`src/hdl/cpdx_defs.svh`:
```
// Offsets, field positions, reset values and frame byte counts of the cyclic exchange
`ifndef CPDX_DEFS_SVH
`define CPDX_DEFS_SVH

`define CPDX_CMD_BYTES      4'd8
`define CPDX_RPL_BYTES      3'd5
`define CPDX_IDX_CTRL0      3'd0
`define CPDX_IDX_CTRL1      3'd1
`define CPDX_IDX_SPARE      3'd2
`define CPDX_IDX_PARAM_ID   3'd3
`define CPDX_IDX_VAL0       3'd4
`define CPDX_C0_RESET       6
`define CPDX_C0_ENABLE      5
`define CPDX_C0_REVERSE     4
`define CPDX_CONF_CLR_ACK   7
`define CPDX_CONF_ENABLED   6
`define CPDX_CONF_REVERSE   5
`define CPDX_CONF_IN_POS    4
`define CPDX_CONF_WAIT      3
`define CPDX_CMD_MASK       8'h7f
`define CPDX_ERR_MASK       8'h7f
`define CPDX_STATE_IDLE     3'h6
`define CPDX_STATE_DURING   3'h3
`define CPDX_RST_BYTE       8'h00

`endif

```
`src/hdl/cpdx_pkg.sv`:
```
// Types of the cyclic process-data exchange block
package cpdx_pkg;
    typedef logic [7:0] cpdx_byte_t;
    typedef enum logic [1:0] {
        CPDX_IDLE  = 2'b00,
        CPDX_RECV  = 2'b01,
        CPDX_DONE  = 2'b11
    } cpdx_rx_e;
endpackage : cpdx_pkg

```
`src/hdl/cpdx_reply.sv`:
```
// Reply frame builder: serialises the five reply bytes
`timescale 1ns/1ps
`include "cpdx_defs.svh"
module cpdx_reply (
    input  wire logic              clock,
    input  wire logic              resetn,
    input  wire logic              start,
    input  wire cpdx_pkg::cpdx_byte_t frame [5],
    output logic                   tx_valid,
    output cpdx_pkg::cpdx_byte_t   tx_data,
    output logic                   tx_last
);
    import cpdx_pkg::*;
    logic [2:0] idx_r;
    logic [2:0] idx_nxt;
    logic       act_r;
    logic       act_nxt;
    cpdx_byte_t dat_r;
    cpdx_byte_t dat_nxt;
    logic       last_r;
    logic       last_nxt;

    always_comb begin
        idx_nxt  = idx_r;
        act_nxt  = act_r;
        dat_nxt  = dat_r;
        last_nxt = 1'b0;
        if (act_r) begin
            if (idx_r == `CPDX_RPL_BYTES - 3'd1) begin
                act_nxt = 1'b0;
            end else begin
                idx_nxt  = idx_r + 3'd1;
                dat_nxt  = frame[idx_r + 3'd1];
                last_nxt = (idx_r + 3'd1 == `CPDX_RPL_BYTES - 3'd1);
            end
        end else if (start) begin
            act_nxt = 1'b1;
            idx_nxt = 3'd0;
            dat_nxt = frame[0];
        end
    end

    always_ff @(posedge clock) begin
        if (!resetn) begin
            idx_r  <= 3'd0;
            act_r  <= 1'b0;
            dat_r  <= `CPDX_RST_BYTE;
            last_r <= 1'b0;
        end else begin
            idx_r  <= idx_nxt;
            act_r  <= act_nxt;
            dat_r  <= dat_nxt;
            last_r <= last_nxt;
        end
    end

    assign tx_valid = act_r;
    assign tx_data  = act_r ? dat_r : `CPDX_RST_BYTE;
    assign tx_last  = act_r & last_r;
endmodule : cpdx_reply

```
`src/hdl/cpdx_core.sv`:
```
// Cyclic process-data command interpreter, motor side
//
// Contract
// - Command frame is eight bytes: two control, spare, param ID, value low first.
// - Any table parameter is accepted by its instance number, any protocol.
// - Control byte 0: reset alarm, enable, reverse, outputs 4..1; bit 7 ignored.
// - Control byte 1: wait angles, receive from 3..1, release to 2..1.
// - Reply byte 0 shows digital inputs 8..1 on bits 7..0.
// - Confirmation byte 1: clear ack, enabled, reverse, in position, wait, state.
// - Three-bit state code per unit kind, function or drive.
// - Confirmation byte 2 echoes completion in control byte 1 positions.
// - Error byte flags seven faults on bits 6..0; bit 7 zero.
// - Cyclic data stays eight bytes or less; acyclic only on request.
// - Stand-alone mode ignores the network, runs on digital inputs.
`timescale 1ns/1ps
`include "cpdx_defs.svh"
module cpdx_core (
    input  wire logic                 clock,
    input  wire logic                 resetn,
    input  wire logic                 rx_valid,
    input  wire cpdx_pkg::cpdx_byte_t rx_data,
    input  wire logic                 rx_first,
    input  wire logic                 stand_alone,
    input  wire logic [7:0]           digital_input,
    input  wire logic                 in_position,
    input  wire logic                 state_wait,
    input  wire logic [2:0]           state_code,
    input  wire logic [6:0]           cmd_done,
    input  wire logic [6:0]           fault_flags,
    input  wire logic                 clear_ack,
    output logic                      alarm_reset,
    output logic                      drive_enable,
    output logic                      speed_reverse,
    output logic [3:0]                digital_output,
    output logic [6:0]                motion_cmd,
    output logic                      param_valid,
    output cpdx_pkg::cpdx_byte_t      param_id,
    output logic [31:0]               param_value,
    output logic                      cmd_ready,
    output logic                      tx_valid,
    output cpdx_pkg::cpdx_byte_t      tx_data,
    output logic                      tx_last
);
    import cpdx_pkg::*;

    // ---------------------------------------------
    // Frame reception
    // ---------------------------------------------
    cpdx_rx_e   st_r;
    cpdx_rx_e   st_nxt;
    logic [3:0] cnt_r;
    logic [3:0] cnt_nxt;
    cpdx_byte_t buf_r [8];
    cpdx_byte_t buf_nxt [8];
    logic       done_pulse;

    function automatic logic frame_end(input logic [3:0] c);
        frame_end = (c == `CPDX_CMD_BYTES - 4'd1);
    endfunction : frame_end

    always_comb begin
        st_nxt  = st_r;
        cnt_nxt = cnt_r;
        buf_nxt = buf_r;
        done_pulse = 1'b0;
        case (st_r)
            CPDX_IDLE, CPDX_DONE: begin
                st_nxt = CPDX_IDLE;
                if (rx_valid && rx_first && !stand_alone) begin
                    buf_nxt[0] = rx_data;
                    cnt_nxt    = 4'd1;
                    st_nxt     = CPDX_RECV;
                end
            end
            CPDX_RECV: begin
                if (rx_valid && rx_first) begin
                    // Resync on a fresh frame start
                    buf_nxt[0] = rx_data;
                    cnt_nxt    = 4'd1;
                end else if (rx_valid) begin
                    buf_nxt[cnt_r[2:0]] = rx_data;
                    cnt_nxt = cnt_r + 4'd1;
                    if (frame_end(cnt_r)) begin
                        st_nxt     = CPDX_DONE;
                        done_pulse = 1'b1;
                    end
                end
                if (stand_alone) begin
                    st_nxt = CPDX_IDLE;
                    done_pulse = 1'b0;
                end
            end
            default: st_nxt = CPDX_IDLE;
        endcase
    end

    always_ff @(posedge clock) begin
        if (!resetn) begin
            st_r  <= CPDX_IDLE;
            cnt_r <= 4'd0;
            for (int i = 0; i < 8; i++) begin
                buf_r[i] <= `CPDX_RST_BYTE;
            end
        end else begin
            st_r  <= st_nxt;
            cnt_r <= cnt_nxt;
            buf_r <= buf_nxt;
        end
    end

    // ---------------------------------------------
    // Command decode
    // ---------------------------------------------
    cpdx_byte_t c0_r;
    cpdx_byte_t c0_nxt;
    logic [6:0] mc_r;
    logic [6:0] mc_nxt;
    cpdx_byte_t pid_r;
    cpdx_byte_t pid_nxt;
    logic [31:0] pv_r;
    logic [31:0] pv_nxt;
    logic       pvld_r;
    logic       pvld_nxt;

    always_comb begin
        c0_nxt   = c0_r;
        mc_nxt   = mc_r;
        pid_nxt  = pid_r;
        pv_nxt   = pv_r;
        pvld_nxt = 1'b0;
        if (stand_alone) begin
            // Network commands dropped; drive follows power
            c0_nxt = `CPDX_RST_BYTE;
            mc_nxt = 7'h00;
        end else if (st_r == CPDX_DONE) begin
            c0_nxt  = buf_r[`CPDX_IDX_CTRL0] & `CPDX_CMD_MASK;
            mc_nxt  = buf_r[`CPDX_IDX_CTRL1][6:0];
            pid_nxt = buf_r[`CPDX_IDX_PARAM_ID];
            pv_nxt  = {buf_r[7], buf_r[6], buf_r[5], buf_r[`CPDX_IDX_VAL0]};
            pvld_nxt = 1'b1;
        end
    end

    always_ff @(posedge clock) begin
        if (!resetn) begin
            c0_r   <= `CPDX_RST_BYTE;
            mc_r   <= 7'h00;
            pid_r  <= `CPDX_RST_BYTE;
            pv_r   <= 32'h0000_0000;
            pvld_r <= 1'b0;
        end else begin
            c0_r   <= c0_nxt;
            mc_r   <= mc_nxt;
            pid_r  <= pid_nxt;
            pv_r   <= pv_nxt;
            pvld_r <= pvld_nxt;
        end
    end

    assign alarm_reset    = c0_r[`CPDX_C0_RESET];
    assign drive_enable   = stand_alone | c0_r[`CPDX_C0_ENABLE];
    assign speed_reverse  = c0_r[`CPDX_C0_REVERSE];
    assign digital_output = stand_alone ? 4'h0 : c0_r[3:0];
    assign motion_cmd     = mc_r;
    assign param_valid    = pvld_r;
    assign param_id       = pid_r;
    assign param_value    = pv_r;
    // Advisory only; the controller owns the pacing
    assign cmd_ready = ((state_code == `CPDX_STATE_IDLE) ||
                        (state_code == `CPDX_STATE_DURING)) && (mc_r[4:0] == 5'h00);

    // ---------------------------------------------
    // Reply frame
    // ---------------------------------------------
    cpdx_byte_t rpl [5];
    always_comb begin
        rpl[0] = digital_input;
        rpl[1] = {clear_ack, drive_enable, speed_reverse, in_position,
                  state_wait, state_code};
        rpl[2] = {1'b0, cmd_done};
        rpl[3] = {1'b0, fault_flags};
        rpl[4] = `CPDX_RST_BYTE;
    end

    cpdx_reply u_reply (
        .clock    (clock),
        .resetn   (resetn),
        .start    (done_pulse),
        .frame    (rpl),
        .tx_valid (tx_valid),
        .tx_data  (tx_data),
        .tx_last  (tx_last)
    );

    // ---------------------------------------------
    // Assertions
    // ---------------------------------------------
    property p_frame_decode;
        @(posedge clock) disable iff (!resetn)
        (st_r == CPDX_DONE && !stand_alone) |=>
            (motion_cmd == $past(buf_r[1][6:0])) && param_valid;
    endproperty
    a_frame_decode: assert property (p_frame_decode) else $error("ctrl1 decode wrong");
    property p_value_order;
        @(posedge clock) disable iff (!resetn)
        param_valid |-> param_value[7:0] == $past(buf_r[4]);
    endproperty
    a_value_order: assert property (p_value_order) else $error("value byte order wrong");
    property p_ctrl0_b7;
        @(posedge clock) disable iff (!resetn)
        (st_r == CPDX_DONE && !stand_alone) |=>
            !c0_r[7] && (c0_r[6:0] == $past(buf_r[0][6:0]));
    endproperty
    a_ctrl0_b7: assert property (p_ctrl0_b7) else $error("ctrl0 bit7 kept");
    property p_stand_alone;
        @(posedge clock) disable iff (!resetn)
        stand_alone[*2] |-> drive_enable && motion_cmd == 7'h00 && !param_valid;
    endproperty
    a_stand_alone: assert property (p_stand_alone) else $error("network obeyed standalone");
    property p_reply_start;
        @(posedge clock) disable iff (!resetn)
        done_pulse |=> tx_valid && tx_data == $past(digital_input);
    endproperty
    a_reply_start: assert property (p_reply_start) else $error("reply byte0 wrong");
    property p_reply_len;
        @(posedge clock) disable iff (!resetn)
        $rose(tx_valid) |-> tx_valid[*5] ##1 !tx_valid;
    endproperty
    a_reply_len: assert property (p_reply_len) else $error("reply not 5 bytes");
    property p_spare_zero;
        @(posedge clock) disable iff (!resetn) tx_last |-> tx_data == 8'h00;
    endproperty
    a_spare_zero: assert property (p_spare_zero) else $error("spare not zero");
    property p_err_b7;
        @(posedge clock) disable iff (!resetn)
        done_pulse |-> ##4 (tx_data[7] == 1'b0 && tx_data[6:0] == $past(fault_flags));
    endproperty
    a_err_b7: assert property (p_err_b7) else $error("error byte wrong");
    c_frame: cover property (@(posedge clock) done_pulse);
    c_both: cover property (@(posedge clock) motion_cmd[4:2] != 3'h0 && motion_cmd[1:0] != 2'h0);
    c_sa: cover property (@(posedge clock) stand_alone && rx_valid);
endmodule : cpdx_core

```
`config.mk`:
```
export PLATFORM = sky130hd
export DESIGN_NAME = cpdx_core
export DESIGN_NICKNAME = d
export VERILOG_FILES = /design/src/hdl/cpdx_pkg.sv /design/src/hdl/cpdx_reply.sv /design/src/hdl/cpdx_core.sv
export VERILOG_INCLUDE_DIRS = /design/src /design/src/hdl
export SDC_FILE = /design/constraint.sdc
export NUM_CORES = 1
export LEC_CHECK = 0
export BUFFER_PORTS_ARGS = -buffer_cell sky130_fd_sc_hd__buf_2
export CAP_MARGIN = 20
export CORE_ASPECT_RATIO = 0.6
export CORE_UTILIZATION = 49
export DETAILED_ROUTE_END_ITERATION = 10
export PLACE_DENSITY_LB_ADDON = 0.12
export SLEW_MARGIN = 25
export SYNTH_ARGS = -nofsm -noshare
export SYNTH_HDL_FRONTEND = slang
export SYNTH_SLANG_ARGS = --single-unit
```
`constraint.sdc`:
```
create_clock -name clock -period 1.9 [get_ports clock]
set_input_delay 0.57 -clock clock [delete_from_list [all_inputs] [get_ports clock]]
set_output_delay 0.57 -clock clock [all_outputs]
set_load 0.05 [all_outputs]
```
== After elaboration in Yosys (flattened, before gate mapping) ==
Index checks and enable logic that the tools add are counted.
Operators by class
  add/subtract/negate cells: 2
  order comparisons: 3
  eq/ne operators: 13
  mux-type cells: 37
  bitwise logic cells: 8
  reductions and logical operators: 18
Operator list (count)
  8-bit two-way mux: 9
  64-bit bitwise mux: 1
  64-bit two-way mux: 1
  8-bit binary-select mux with 3-bit select: 1
  8-bit demux with 3-bit select: 1
  4-bit two-way mux: 4
  8-bit case mux with 2 select lines: 1
  3-bit inequality test, second input constant: 4
  1-bit two-way mux: 10
  3-bit == test, second input constant: 3
  3-bit two-way mux: 3
  3-bit AND reduction: 3
  4-bit greater-or-equal comparator, second input constant: 2
  2-bit two-way mux: 4
  3-bit inverter with 4-bit output: 2
  4-bit case mux with 2 select lines: 1
  5-bit logical NOT: 1
  4-bit by 1-bit adder with 4-bit output, second input constant: 1
  4-bit by 3-bit == test with 1-bit output, second input constant: 1
  1-bit logical AND: 4
  4-bit by 1-bit < comparator with 1-bit output, second input constant: 1
  2-bit inequality test, second input constant: 2
  1-bit inverter: 4
  2-bit case mux with 2 select lines: 1
  13 further kinds: 16
Storage, ports and cells
  bits in registers: 138
  input port bits: 41
  output and inout port bits: 66
  word-level logic and storage cells: 100

== Logic depth before layout (Yosys ltp) ==
  depth after elaboration: 9
  depth in mapped cells: 8
  mapped depth without buffers: 6

== Cells and area by module ==
Synthesis repeated with hierarchy kept, for this count alone.
Second synthesis, totals
  cell total of the unflattened synthesis: 595
  area, all modules: 5390.2 µm²
Modules (own cells, without submodules)
  cpdx_core: times used 1, cells each 469, area each 4359.2 µm², seq. area each 2302.2 µm²
  cpdx_reply: times used 1, cells each 126, area each 1031.0 µm², seq. area each 260.2 µm²

== Least setup slack after synthesis ==
No wires, ideal clock.
  kind: register to output
  start point: register mc_r[0] (netlist: motion_cmd[0])
  end point: output port cmd_ready
  data arrival time: 2664 ps
  required time: 1330 ps
  setup slack: -1334 ps
  cell stages (with the launch flop): 3
  path buffers: 0
  cell sequence: dfxtp_1 -> or4_1 -> nor4b_1
On the way
  longest elaborated chain between the ends: 2
RTL lines
  from (decl): line cpdx_core.sv:116  | logic [6:0] mc_r;
  from (signal assigned): line cpdx_core.sv:153  | mc_r <= mc_nxt;
  5-bit logical NOT: line cpdx_core.sv:170  | (state_code == `CPDX_STATE_DURING)) && (mc_r[4:0] == 5'h00);
  1-bit logical AND: line cpdx_core.sv:169  | assign cmd_ready = ((state_code == `CPDX_STATE_IDLE) ||
  to (decl): line cpdx_core.sv:39  | output logic cmd_ready,
No other way between the ends.

== Final worst setup path ==
Same ends and word-level chain as after synthesis.

==> results.md <==
* Slowest stage cell, crit path: or4_4
* CTS buffer count at 17
* Failing checks: negative setup slack
* Worst Hold Depth at 2
* P_leak at 2.80 nW
* Maxcap violations at 0
* All-layer global routing usage at 24.0%
* DP Wirelength at 8610 um
* Asr flop ratio synth at 0%
* Commonest non-fill, non-tap cell in the layout: dfxtp_1
* Sequential fraction of the synthesis area at 49.2%
* Count of clock tree sinks at 128
* XOR/XNOR share of the synthesized area at 0.505%
* Clk_lat worst skew at 0.41 ns
* CTS H-tree lvls at 4
* Post-synthesis mux area share at 13.5%
* # diodes at 0
* Synthesis Warnings at 0
* Worst hold path startpoint: param_id[7]$_SDFFE_PN0P_
* Synth Flop Type: dfxtp_1
* P&R area growth vs syn at 30.0%
* Synth top area share at 49.2%
* Setup crit start: motion_cmd[0]$_SDFFE_PP0P_
* Combinational family with the most area after synthesis: simple AND/OR/NAND/NOR gates
* Worst Path Required at 1.33 ns
* Routed Antenna Nets at 0
* CP max stage delay at 0.54 ns
* Initial antenna violation count at 0
* Die width at 135 um
* Number of synthesized register bits at 128
* Ranking of synthesized cells by area: dfxtp_1 (49%), mux2i_1 (13%), nand2_1 (6.2%)
* Total congestion overflow at 0
* Full die area at 11,100 sq um
* Via density at 5.26
* Most frequent cells in the layout: dfxtp_1 (122), buf_2 (101), nand2_1 (86)
* Share of post-route cells with drive strength above 1 at 29.8%
* Max Slew Vio Count at 0
* Final worst-path cycle share at 122%
* Setup WS post-layout at -0.423 ns
* Drt pass-1 iters at 4
* Placer Congestion at 0.876
* Status: complete, but fails checks
* IO Port Bufs at 106
* Crit path cell chain: or4_4 -> nor4b_4 -> buf_6
* Final hold viol count at 0
* Post-synthesis adder-cell area fraction at 1.68%
* CP Depth at 3
* Pre-CTS setup slack at -0.0745 ns
* Worst setup path category: flip-flop to output port
* CTS tree: yes
* Avg WL per Cell at 15.2 um
* Post-Syn Area at 5210 sq um
* Maximum fanout along the worst path at 2
* Wirelength, routed at 12,700 um
* Worst slew pin tran at 0.401 ns
* PD cells at 889 nW/um^2
* Clk root buf: clkbuf_16
* Row count at 28
* Via Count at 4,375
* Netlist cell types at 51
* Core footprint at 10,100 sq um
* DRC at 0
* Syn nets at 609
* Vias in the first global route at 4,143
* Syn Area/Cell at 9.28 sq um
* Simple-gate share of the synthesized area at 19.6%
* Final #Nets at 732
* Unrepaired setup endpoints after global routing: yes
* Tmin final at 2.32 ns
* Compound-Gate Fraction of Synth Area at 11.6%
* Setup TNS at -0.423 ns
* Design area at 6770 sq um
* Cell taking the most area after synthesis: dfxtp_1
* Maximum VDD drop at 619 uV
* Initial core utilization at 51.6%
* Reg clk slew, reported paths at 0.05 ns
* First-pass GRT wire length at 20,200 um
* Fmax at 431 MHz
* Slew headroom at 73.3%
* Worst setup EP type: output port
* Worst min-delay path class: flip-flop to flip-flop
* Largest net degree at the start of global routing at 65
* Placed Area at 6170 sq um
* Skew final at 0.00721 ns
* Initial DRC count at 177
* Delay-heaviest family, CP: simple AND/OR/NAND/NOR gates
* IO Pins at 107
* WP data arrival at 1.75 ns
* Number of synthesized flops with an enable pin at 0
* Setup crit start kind: flip-flop
* Reg2reg start: st_r[0]$_SDFFE_PN0P_
* Reg2reg path depth at 6
* Final setup vio count at 1
* Die height at 81.9 um
* Worst path bufs/invs at 1
* Post-Synthesis Cells at 561
* Max Buffers Root-to-Sink at 2
==> worst reg2reg max path: stages (launching register included) <==
cell and delay, ns:
dfxtp_2 0.37, inv_1 0.06, ha_1 0.33, and2b_1 0.26
o21ai_2 0.11, o21a_2 0.28, a22o_1 0.25
==> per-layer routing <==
metal | GRT usage, % | wire length (um)
met4 | 9.10 | 142
met2 | 38.7 | 5780
met1 | 30.9 | 6100
met3 | 6.42 | 652
met5 | 0 | 0
==> flip-flops by register name (all words and copies together) (netlist names), 3 cells and up <==
name / count
c0_r: 7
u_reply.dat_r: 8
buf_r: 54
param_id: 8
motion_cmd: 7
u_reply.idx_r: 3
param_value: 32
cnt_r: 4
==> cell usage after synthesis, types with 3 or more instances <==
cell type and count:
inv_1 12, dfxtp_1 128, buf_2 5, ha_1 7, o221a_1 6, clkbuf_1 27
and2_1 9, or3_1 3, mux2i_1 69, nand2_1 86, nor2_1 72, inv_2 4
a21oi_1 51, a22o_1 7, o21ai_1 9, nor2b_1 6, nand2b_1 3, and3_1 8
nor3_4 3, o22ai_1 6
==> final timing paths <==
check,end,slack [ns]
worst max register to register,buf_r[57]$_SDFFE_PN0P_,0.13
worst max-delay path,cmd_ready,-0.42
worst min-delay path,param_id[7]$_SDFFE_PN0P_,0.45
worst min register to register,param_id[7]$_SDFFE_PN0P_,0.45
==> repair_timing <==
action                     4_1_cts  5_1_grt
cloned                           0        0
buffers inserted                 1        0
setup endpoints to repair       17       37
hold buffers                     0        0
gates resized for setup          3        8
==> stage by stage <==
stage	hold slack (ns)	power, mW	utilization (%)	instances
after floorplan	0.431	2.86	-	561
after global placement	0.435	2.96	61.1	799
after detailed placement	0.445	2.97	61.1	799
after CTS	0.439	6.06	66.9	832
after global routing	0.466	6.23	67.1	832
final	0.450	6.02	67.1	832
==> cell families (layout without fill, tap and decap cells) <==
group	after synthesis	after routing
AND/OR/NAND/NOR	209	209
flip-flops	128	128
AO/OA/AOI/OAI	94	94
multiplexers	70	70
buffers and inverters	50	186
adder cells (fa/ha/maj)	7	7
XOR/XNOR	3	3
==> report_power, final <==
group / switching (mW) / internal (mW) / total, mW / leakage, nW
Sequential: 0.00491 / 2.69 / 2.69 / 1.03
Combinational: 0.141 / 0.0843 / 0.225 / 1.48
Clock: 1.14 / 1.95 / 3.10 / 0.280
==> area by class of cell <==
| type | count | area [sq um] |
|---|---|---|
| tap | 135 | 169 |
| sequential | 128 | 2580 |
| inverter | 17 | 66.3 |
| fill | 818 | 3320 |
| clock buffer | 21 | 450 |
| timing repair buffer | 137 | 892 |
| multi-input combinational | 383 | 2500 |
| clock inverter | 11 | 115 |
Power figures use the tool's default switching activity.
